## src/dasp_pkg.sv

```systemverilog
`default_nettype none
package dasp_pkg;
    // Register indices within the bus window
    localparam logic [3:0] MODE0_OFS   = 4'h0;
    localparam logic [3:0] STAT0_OFS   = 4'h1;
    localparam logic [3:0] DATA0_OFS   = 4'h2;
    localparam logic [3:0] BAUD0_OFS   = 4'h3;
    localparam logic [3:0] MODE1_OFS   = 4'h8;
    localparam logic [3:0] STAT1_OFS   = 4'h9;
    localparam logic [3:0] DATA1_OFS   = 4'ha;
    localparam logic [3:0] BAUD1_OFS   = 4'hb;
    // Mode register field positions
    localparam int MODE_TXE_BIT  = 7;
    localparam int MODE_RXE_BIT  = 6;
    localparam int MODE_PS_HI    = 5;
    localparam int MODE_PS_LO    = 4;
    localparam int MODE_CL_BIT   = 3;
    localparam int MODE_SL_BIT   = 2;
    localparam int MODE_ISRM_BIT = 1;
    localparam int MODE_IRDA_BIT = 0;
    // Status field positions
    localparam int STAT_PE_BIT   = 2;
    localparam int STAT_FE_BIT   = 1;
    localparam int STAT_OVE_BIT  = 0;
    // Reset values
    localparam logic [7:0] TX_SHIFT_RST = 8'hff;
    localparam logic [7:0] RX_BUF_RST   = 8'hff;
    localparam logic [7:0] MODE_RST     = 8'h00;
    localparam logic [7:0] STAT_RST     = 8'h00;
    localparam logic [7:0] BAUD_RST     = 8'h00;
    // Timing: 16 baud ticks per bit, centre sample at tick 7
    localparam logic [3:0] OVS_LAST     = 4'hf;
    localparam logic [3:0] OVS_MID      = 4'h7;
    localparam logic [3:0] IR_PULSE_END = 4'h2;
    localparam logic [1:0] PAR_NONE     = 2'b00;
    localparam logic [1:0] PAR_ZERO     = 2'b01;
    localparam logic [1:0] PAR_ODD      = 2'b10;
    localparam logic [1:0] PAR_EVEN     = 2'b11;
    typedef enum logic [2:0] {DASP_IDLE, DASP_START, DASP_DATA, DASP_PAR, DASP_STOP,
                              DASP_STOP2} dasp_state_e;
endpackage : dasp_pkg
`default_nettype wire

```

## src/dasp_cfg_if.sv

```systemverilog
`timescale 1ns/10ps
`default_nettype none
interface dasp_cfg_if;
    import dasp_pkg::*;
    logic [7:0] mode;
    logic [7:0] baud;
    logic       tx_load;
    logic [7:0] tx_data;
    logic       tx_busy;
    logic       rx_done;
    logic [7:0] rx_data;
    logic [2:0] rx_err;
    logic       rx_line;
    logic       tx_line;
    modport top (output mode, output baud, output tx_load, output tx_data, output rx_line,
                 input tx_busy, input rx_done, input rx_data, input rx_err, input tx_line);
    modport chan (input mode, input baud, input tx_load, input tx_data, input rx_line,
                  output tx_busy, output rx_done, output rx_data, output rx_err,
                  output tx_line);
endinterface : dasp_cfg_if
`default_nettype wire

```

## src/dasp_chan.sv

```systemverilog
`timescale 1ns/10ps
`default_nettype none
module dasp_chan
    import dasp_pkg::*;
#(
    parameter bit IR_OK = 1'b0
) (
    input  wire logic clk_i,
    input  wire logic rst_b_i,
    dasp_cfg_if.chan  cfg
);
    typedef struct packed {
        logic [7:0]  bdiv;
        dasp_state_e ts;
        logic [3:0]  tovs;
        logic [2:0]  tbit;
        logic [7:0]  tsh;
        logic        tpar;
        logic        tline;
        dasp_state_e rs;
        logic [3:0]  rovs;
        logic [2:0]  rbit;
        logic [7:0]  rsh;
        logic        rpar;
        logic        rprev;
        logic        rdone;
        logic [7:0]  rdata;
        logic [2:0]  rerr;
    } dasp_chan_s;

    dasp_chan_s s_q, s_d;
    logic tick, txe, rxe, irda, cl8, sl2, rx_in, tx_bit;
    logic [1:0] ps;

    assign txe  = cfg.mode[MODE_TXE_BIT];
    assign rxe  = cfg.mode[MODE_RXE_BIT];
    assign ps   = cfg.mode[MODE_PS_HI:MODE_PS_LO];
    assign cl8  = cfg.mode[MODE_CL_BIT];
    assign sl2  = cfg.mode[MODE_SL_BIT];
    assign irda = IR_OK & cfg.mode[MODE_IRDA_BIT];
    assign tick = (s_q.bdiv == cfg.baud);
    // Infrared: receive pulse high means a zero bit
    assign rx_in = irda ? ~cfg.rx_line : cfg.rx_line;

    always_comb begin
        s_d = s_q;
        s_d.rdone = 1'b0;
        s_d.bdiv = tick ? 8'h00 : s_q.bdiv + 8'h01;
        if (!txe) begin
            s_d.ts    = DASP_IDLE;
            s_d.tline = 1'b1;
        end else if (cfg.tx_load && s_q.ts == DASP_IDLE) begin
            s_d.tsh  = cl8 ? cfg.tx_data : {1'b0, cfg.tx_data[6:0]};
            s_d.tpar = (ps == PAR_ODD);
            s_d.ts   = DASP_START;
            s_d.tovs = 4'h0;
        end else if (tick && s_q.ts != DASP_IDLE) begin
            s_d.tovs = s_q.tovs + 4'h1;
            if (s_q.tovs == OVS_LAST) begin
                case (s_q.ts)
                    DASP_START: begin
                        s_d.ts   = DASP_DATA;
                        s_d.tbit = 3'h0;
                    end
                    DASP_DATA: begin
                        s_d.tsh  = {1'b0, s_q.tsh[7:1]};
                        s_d.tpar = s_q.tpar ^ s_q.tsh[0];
                        s_d.tbit = s_q.tbit + 3'h1;
                        if (s_q.tbit == (cl8 ? 3'h7 : 3'h6)) begin
                            s_d.ts = (ps == PAR_NONE) ? DASP_STOP : DASP_PAR;
                        end
                    end
                    DASP_PAR:  s_d.ts = DASP_STOP;
                    DASP_STOP: s_d.ts = sl2 ? DASP_STOP2 : DASP_IDLE;
                    default:   s_d.ts = DASP_IDLE;
                endcase
            end
        end
        case (s_q.ts)
            DASP_START: tx_bit = 1'b0;
            DASP_DATA:  tx_bit = s_q.tsh[0];
            DASP_PAR:   tx_bit = (ps == PAR_ZERO) ? 1'b0 : s_q.tpar;
            default:    tx_bit = 1'b1;
        endcase
        if (txe) begin
            // Infrared: short high pulse for each zero bit
            s_d.tline = irda ? (~tx_bit & (s_q.tovs < IR_PULSE_END)) : tx_bit;
        end
        s_d.rprev = rx_in;
        if (!rxe) begin
            s_d.rs = DASP_IDLE;
        end else begin
            case (s_q.rs)
                DASP_IDLE: begin
                    if (s_q.rprev && !rx_in) begin
                        s_d.rs   = DASP_START;
                        s_d.rovs = 4'h0;
                    end
                end
                default: begin
                    if (tick) begin
                        s_d.rovs = s_q.rovs + 4'h1;
                        if (s_q.rovs == OVS_MID) begin
                            case (s_q.rs)
                                DASP_START: begin
                                    s_d.rs   = rx_in ? DASP_IDLE : DASP_DATA;
                                    s_d.rbit = 3'h0;
                                    s_d.rpar = (ps == PAR_ODD);
                                    s_d.rsh  = 8'h00;
                                end
                                DASP_DATA: begin
                                    s_d.rsh  = cl8 ? {rx_in, s_q.rsh[7:1]}
                                                   : {1'b0, rx_in, s_q.rsh[6:1]};
                                    s_d.rpar = s_q.rpar ^ rx_in;
                                    s_d.rbit = s_q.rbit + 3'h1;
                                    if (s_q.rbit == (cl8 ? 3'h7 : 3'h6)) begin
                                        s_d.rs = (ps == PAR_NONE) ? DASP_STOP : DASP_PAR;
                                    end
                                end
                                DASP_PAR: begin
                                    s_d.rpar = s_q.rpar ^ rx_in;
                                    s_d.rs   = DASP_STOP;
                                end
                                default: begin
                                    s_d.rs    = DASP_IDLE;
                                    s_d.rdone = 1'b1;
                                    s_d.rdata = s_q.rsh;
                                    s_d.rerr  = 3'h0;
                                    s_d.rerr[STAT_FE_BIT] = ~rx_in;
                                    s_d.rerr[STAT_PE_BIT] = ps[1] & s_q.rpar;
                                end
                            endcase
                        end
                    end
                end
            endcase
        end
    end

    always_ff @(posedge clk_i or negedge rst_b_i) begin
        if (!rst_b_i) begin
            s_q       <= '0;
            s_q.ts    <= DASP_IDLE;
            s_q.rs    <= DASP_IDLE;
            s_q.tline <= 1'b1;
            s_q.rprev <= 1'b1;
            s_q.rdata <= RX_BUF_RST;
        end else begin
            s_q <= s_d;
        end
    end

    assign cfg.tx_busy = (s_q.ts != DASP_IDLE);
    assign cfg.rx_done = s_q.rdone;
    assign cfg.rx_data = s_q.rdata;
    assign cfg.rx_err  = s_q.rerr;
    assign cfg.tx_line = s_q.tline;
endmodule : dasp_chan
`default_nettype wire

```

## src/dasp_top.sv

```systemverilog
`timescale 1ns/10ps
`default_nettype none
module dasp_top
    import dasp_pkg::*;
(
    input  wire logic       CLK_I,
    input  wire logic       RST_B_I,
    input  wire logic [3:0] ADDR_I,
    input  wire logic       WR_I,
    input  wire logic       RD_I,
    input  wire logic [7:0] WMASK_I,
    input  wire logic [7:0] WDATA_I,
    output var  logic [7:0] RDATA_O,
    input  wire logic       RXD_A_I,
    input  wire logic       RXD_B_I,
    output logic            TXD_A_O,
    output logic            TXD_B_O,
    output logic            RX_DONE_IRQ_A_O,
    output logic            RX_DONE_IRQ_B_O
);
    typedef struct packed {
        logic [1:0][7:0] mode;
        logic [1:0][7:0] baud;
        logic [1:0][7:0] stat;
        logic [1:0][7:0] txs;
        logic [1:0][7:0] rxb;
        logic [1:0]      irq;
        logic [1:0]      txl;
        logic [7:0]      rdata;
    } dasp_top_s;

    dasp_top_s s_q, s_d;
    dasp_cfg_if ch_if[2] ();

    ////////////////////////////////////////////////////////////////////////////
    // Channels
    logic [1:0]      done_v, busy_v, txd_v, rxd_v;
    logic [1:0][7:0] rdat_v;
    logic [1:0][2:0] rerr_v;
    assign rxd_v = {RXD_B_I, RXD_A_I};

    for (genvar c = 0; c < 2; c++) begin : g_ch
        assign ch_if[c].mode    = s_q.mode[c];
        assign ch_if[c].baud    = s_q.baud[c];
        assign ch_if[c].tx_data = s_q.txs[c];
        // Load one cycle after the write, once the register holds the new byte
        assign ch_if[c].tx_load = s_q.txl[c];
        assign ch_if[c].rx_line = rxd_v[c];
        assign done_v[c] = ch_if[c].rx_done;
        assign busy_v[c] = ch_if[c].tx_busy;
        assign rdat_v[c] = ch_if[c].rx_data;
        assign rerr_v[c] = ch_if[c].rx_err;
        assign txd_v[c]  = ch_if[c].tx_line;
        dasp_chan #(
            .IR_OK (c == 0)
        ) u_chan (
            .clk_i   (CLK_I),
            .rst_b_i (RST_B_I),
            .cfg     (ch_if[c])
        );
    end

    ////////////////////////////////////////////////////////////////////////////
    // Register file
    always_comb begin
        s_d = s_q;
        s_d.irq = 2'b00;
        s_d.txl = 2'b00;
        for (int c = 0; c < 2; c++) begin
            if (WR_I) begin
                if (ADDR_I == (c == 0 ? MODE0_OFS : MODE1_OFS)) begin
                    // Bit writes via mask
                    s_d.mode[c] = (s_q.mode[c] & ~WMASK_I) | (WDATA_I & WMASK_I);
                    if (c == 1) begin
                        s_d.mode[c][MODE_ISRM_BIT] = 1'b0;
                        s_d.mode[c][MODE_IRDA_BIT] = 1'b0;
                    end
                end
                if (ADDR_I == (c == 0 ? BAUD0_OFS : BAUD1_OFS)) begin
                    s_d.baud[c] = WDATA_I;
                end
                if (ADDR_I == (c == 0 ? DATA0_OFS : DATA1_OFS)) begin
                    s_d.txs[c] = WDATA_I;
                    s_d.txl[c] = 1'b1;
                end
            end
            if (done_v[c]) begin
                s_d.rxb[c] = rdat_v[c];
                s_d.stat[c] = {5'h00, rerr_v[c]};
                // Overrun flag keeps its previous value; an unread character never sets it
                s_d.stat[c][STAT_OVE_BIT] = s_q.stat[c][STAT_OVE_BIT] | 1'b0;
                if (rerr_v[c] == 3'h0 || !s_q.mode[c][MODE_ISRM_BIT]) begin
                    s_d.irq[c] = 1'b1;
                end
            end
        end
        s_d.rdata = 8'h00;
        case (ADDR_I)
            MODE0_OFS: s_d.rdata = s_q.mode[0];
            MODE1_OFS: s_d.rdata = s_q.mode[1];
            STAT0_OFS: s_d.rdata = s_q.stat[0];
            STAT1_OFS: s_d.rdata = s_q.stat[1];
            DATA0_OFS: s_d.rdata = s_q.rxb[0];
            DATA1_OFS: s_d.rdata = s_q.rxb[1];
            BAUD0_OFS: s_d.rdata = s_q.baud[0];
            BAUD1_OFS: s_d.rdata = s_q.baud[1];
            default:   s_d.rdata = 8'h00;
        endcase
        if (!RD_I) begin
            s_d.rdata = s_q.rdata;
        end
    end

    always_ff @(posedge CLK_I or negedge RST_B_I) begin
        if (!RST_B_I) begin
            s_q.mode  <= {MODE_RST, MODE_RST};
            s_q.baud  <= {BAUD_RST, BAUD_RST};
            s_q.stat  <= {STAT_RST, STAT_RST};
            s_q.txs   <= {TX_SHIFT_RST, TX_SHIFT_RST};
            s_q.rxb   <= {RX_BUF_RST, RX_BUF_RST};
            s_q.irq   <= 2'b00;
            s_q.txl   <= 2'b00;
            s_q.rdata <= 8'h00;
        end else begin
            s_q <= s_d;
        end
    end

    assign RDATA_O         = s_q.rdata;
    assign TXD_A_O         = txd_v[0];
    assign TXD_B_O         = txd_v[1];
    assign RX_DONE_IRQ_A_O = s_q.irq[0];
    assign RX_DONE_IRQ_B_O = s_q.irq[1];
endmodule : dasp_top
`default_nettype wire

```

## config.mk

```make
export PLATFORM = sky130hd
export DESIGN_NAME = dasp_top
export DESIGN_NICKNAME = d
export VERILOG_FILES = /design/src/dasp_pkg.sv /design/src/dasp_cfg_if.sv /design/src/dasp_chan.sv /design/src/dasp_top.sv
export SDC_FILE = /design/constraint.sdc
export NUM_CORES = 1
export LEC_CHECK = 0
export CAP_MARGIN = 5
export CORE_ASPECT_RATIO = 0.7
export CORE_MARGIN = 3
export CORE_UTILIZATION = 65
export DETAILED_ROUTE_END_ITERATION = 7
export DONT_BUFFER_PORTS = 1
export GPL_TIMING_DRIVEN = 0
export PLACE_DENSITY_LB_ADDON = 0.3
export SLEW_MARGIN = 10
export SYNTH_ARGS = -nofsm -noshare
export SYNTH_HDL_FRONTEND = slang
export SYNTH_SLANG_ARGS = --single-unit
```

## constraint.sdc

```tcl
create_clock -name CLK_I -period 3.3 [get_ports CLK_I]
set_input_delay 0.66 -clock CLK_I [delete_from_list [all_inputs] [get_ports CLK_I]]
set_output_delay 0.66 -clock CLK_I [all_outputs]
set_load 0.01 [all_outputs]
```

==> results.py <==
metrics = {
    "outcome": {
        "status": "complete, but fails checks",
        "violations": "hold timing",
    },
    "layout": {
        "regArea_sq_um": 4970,
        "antennaDiodeCount": 0,
        "fillers": 940,
        "areaGrowthSynthToFinish_pct": 9.020,
        "layout-drive-gt1-share_pct": 22.75,
        "nets": 933,
        "multi_input_area_sq_um": 4308,
    },
    "setup_path": {
        "r2r-start": "g_ch[0].u_chan.s_q[58]$_DFF_PN0_",
        "cp-end-kind": "flip-flop",
        "startpoint": "g_ch[0].u_chan.s_q[58]$_DFF_PN0_",
        "crit_type": "flip-flop to flip-flop",
        "cp.required_ps": 3580,
        "arrival_ps": 2890,
        "cp_max_fo": 10,
        "cp_slowest_stage_delay_ps": 730,
        "slowest_stage": "nor4_2",
        "regToRegSetupSlack_ps": 690,
        "rr_worst_depth": 6,
        "path_cells": "xor2_1 > nor4_2 > a31oi_1 > clkbuf_1 > nand2_1 > o21ai_0",
        "timing.rr.end": "g_ch[0].u_chan.s_q[35]$_DFFE_PN0P_",
        "cp-start-kind": "flip-flop",
    },
    "route": {
        "drc": 0,
        "postRouteAntennaNets": 0,
        "wirelength_mm": 22.95,
        "wl_per_cell_microns": 20.86,
        "drt_iter0_drc": 744,
        "vias_per_cell": 6.515,
        "vias": 7166,
        "dr.pass1.iters": 5,
    },
    "clock_tree": {
        "clock_sinks": 196,
        "cts_buffers": 17,
        "clock_latency_ps": 440,
        "cts_tree": "done",
        "cts_setup_buffers": 0,
        "h-tree-depth": 4,
        "cts-root-buf": "clkbuf_16",
        "path_clk_slew_ps": 70,
        "cts-resized-gates": 0,
        "clk_path_buf_depth": 2,
    },
    "power": {
        "total_power_uw": 6279,
        "leakagePower_uw": 0.004573,
        "peakVddDrop_uv": 361.1,
        "power.density_nw_per_um2": 598.3,
    },
    "yosys": {
        "ys_ff_latch": 196,
        "avgSynthCellArea_sq_um": 10.96,
        "yosys-top-cells-area": "dfrtp_1 37%, dfstp_2 14%, mux2_2 10%",
        "yosys_most_used_dff": "dfrtp_1",
        "synth-seq-area-share_pct": 51.62,
        "ys_warn_count": 0,
        "yosys.cell_types.count": 70,
        "synth_commonest_cells": "144 x dfrtp_1, 89 x mux2_2, 84 x nand2_1, 52 x dfstp_2, 50 x nor2_1",
        "synth_fp_nets": 914,
        "netlist_area_sq_um": 9627,
        "yosys.area.top_type_share_pct": 37.43,
        "async_flop_share_pct": 100.0,
        "synth_area_leader_cell": "dfrtp_1",
        "synthCells": 878,
        "synth_edf_count": 0,
        "synth.most_common_cell": "dfrtp_1",
    },
    "sta": {
        "tightest_slew_ps": 1095,
        "setup-tns-final_ps": 0,
        "setup_viol": 0,
        "whs_ps": -85.81,
        "layout_setup_ws_ps": 685.6,
        "min_period_over_period_pct": 79.22,
        "final_max_slew_viol_count": 0,
        "fmax_ghz": 0.3825,
        "hold_violations": 144,
        "layout_min_cycle_time_ps": 2614,
        "skew_ps": 7.209,
        "slew_headroom_pct": 26.45,
        "rsz0062_at_grt": "no",
    },
    "floorplan": {
        "core-area_sq_um": 14190,
        "die_x_microns": 151.5,
        "start_util_pct": 67.85,
        "rows": 36,
        "die_height_microns": 107.8,
        "die_area_sq_um": 16330,
        "pin_count": 38,
    },
    "placed_design": {
        "gp_congestion": 0.9142,
        "post-dp-hpwl_mm": 15.95,
        "dp_worst_setup_slack_ps": 855.4,
        "portBuffers": 0,
    },
    "worst_hold_path": {
        "hold_class": "primary input to asynchronous set/reset pin",
    },
    "global_routing": {
        "first_global_vias": 7031,
        "grt_max_degree": 197,
        "grt_remaining_overflow": 0,
        "grtUsageTotal_pct": 29.38,
        "grt_pass1_wl_mm": 36.88,
        "antenna_found_initial": 0,
    },
    "job": {
        "drv_cap": 0,
    },
}
metrics by stage:
step | area, sq um | cells | hold slack (ps) | utilization [%]
2_1_floorplan | 9627 | 878 | 351.9 | -
6_report | 10500 | 1100 | -85.81 | 73.97
4_1_cts | 10500 | 1100 | -95.35 | 73.97
5_1_grt | 10500 | 1100 | -105.4 | 73.97
3_3_place_gp | 9864 | 1068 | 364.8 | 69.52
3_5_place_dp | 9864 | 1068 | 367.9 | 69.52
power breakdown:
group          internal (uW)  switching (uW)
sequential              2700             319
combinational            439             598
clock                   1280             940
cell usage in the layout (no fill, tap or decap), types with 12 or more instances in the layout:
| cell type | n |
|---|---|
| a31oi_1 | 13 |
| o22ai_1 | 14 |
| nor3_1 | 20 |
| inv_1 | 29 |
| a22o_1 | 19 |
| nand3_1 | 25 |
| a21oi_1 | 22 |
| dfrtp_1 | 144 |
| xnor2_1 | 18 |
| clkbuf_16 | 17 |
| mux2_2 | 89 |
| and3_1 | 15 |
| nor2_1 | 50 |
| o21ai_0 | 32 |
| clkbuf_1 | 30 |
| nand2_1 | 84 |
| xor2_1 | 18 |
| mux2i_1 | 12 |
| dfstp_2 | 52 |
| nand4_1 | 15 |
| nand2b_1 | 16 |
layer usage:
| metal | share of wire (%) | GRT usage (%) | vias to the layer above |
|---|---|---|---|
| met5 | 0.26 | 3.000 | - |
| met4 | 1.9 | 8.603 | 2 |
| met3 | 8.6 | 8.712 | 44 |
| met2 | 45 | 42.85 | 302 |
| met1 | 44 | 42.51 | 3606 |
| li1 | - | - | 3212 |
state kept, by name, indices dropped and copies added, names as in the netlist, named ones only:
signal / cells
g_ch.u_chan.cfg.tx_line: 2
g_ch.u_chan.cfg.rx_data: 16
g_ch.u_chan.s_q: 94
RX_DONE_IRQ_A_O: 1
ch_if.tx_data: 16
ch_if.tx_load: 2
g_ch.u_chan.cfg.rx_err: 4
s_q: 20
RX_DONE_IRQ_B_O: 1
ch_if.baud: 16
g_ch.u_chan.cfg.rx_done: 2
RDATA_O: 8
how the worst max path moves through the flow:
stage | endpoint | slack (ps) | depth (start not counted)
2_1_floorplan | g_ch[0].u_chan.s_q[20]$_DFFE_PN0P_ | 1280 | 7
3_3_place_gp | flip-flop | 950 | 5
3_5_place_dp | flip-flop | 860 | 5
4_1_cts | g_ch[0].u_chan.s_q[35]$_DFFE_PN0P_ | 760 | 6
5_1_grt | g_ch[0].u_chan.s_q[35]$_DFFE_PN0P_ | 520 | 6
6_report | g_ch[0].u_chan.s_q[35]$_DFFE_PN0P_ | 690 | 6
cell families (layout without fill, tap and decap cells):
family	after synthesis	after routing	share of synthesized area [%]
xor gates and xnor gates	36	36	3.275
adders and majority gates	10	10	1.300
AOI/OAI and AO/OA	164	164	11.87
DFF	196	196	51.62
muxes	107	107	12.75
and+or+nand+nor	285	285	15.56
buffers and inverters	80	112	3.626
final cells by class:
class	count	area share, %
inverters	30	1.073
clock buffers	18	4.089
flip-flops and latches	196	47.35
multi-input cells	602	41.05
plain buffers	50	2.253
clock inverters	14	1.919
well taps	190	2.265
worst max-delay path: cells and delay by family (launching register included):
kind            cells  cell delay, ps
compound gates      2             580
xor+xnor            1             210
buf+inv             1             340
flops               1             440
simple gates        2             880
Note: power is estimated with default switching activity, not from simulation.
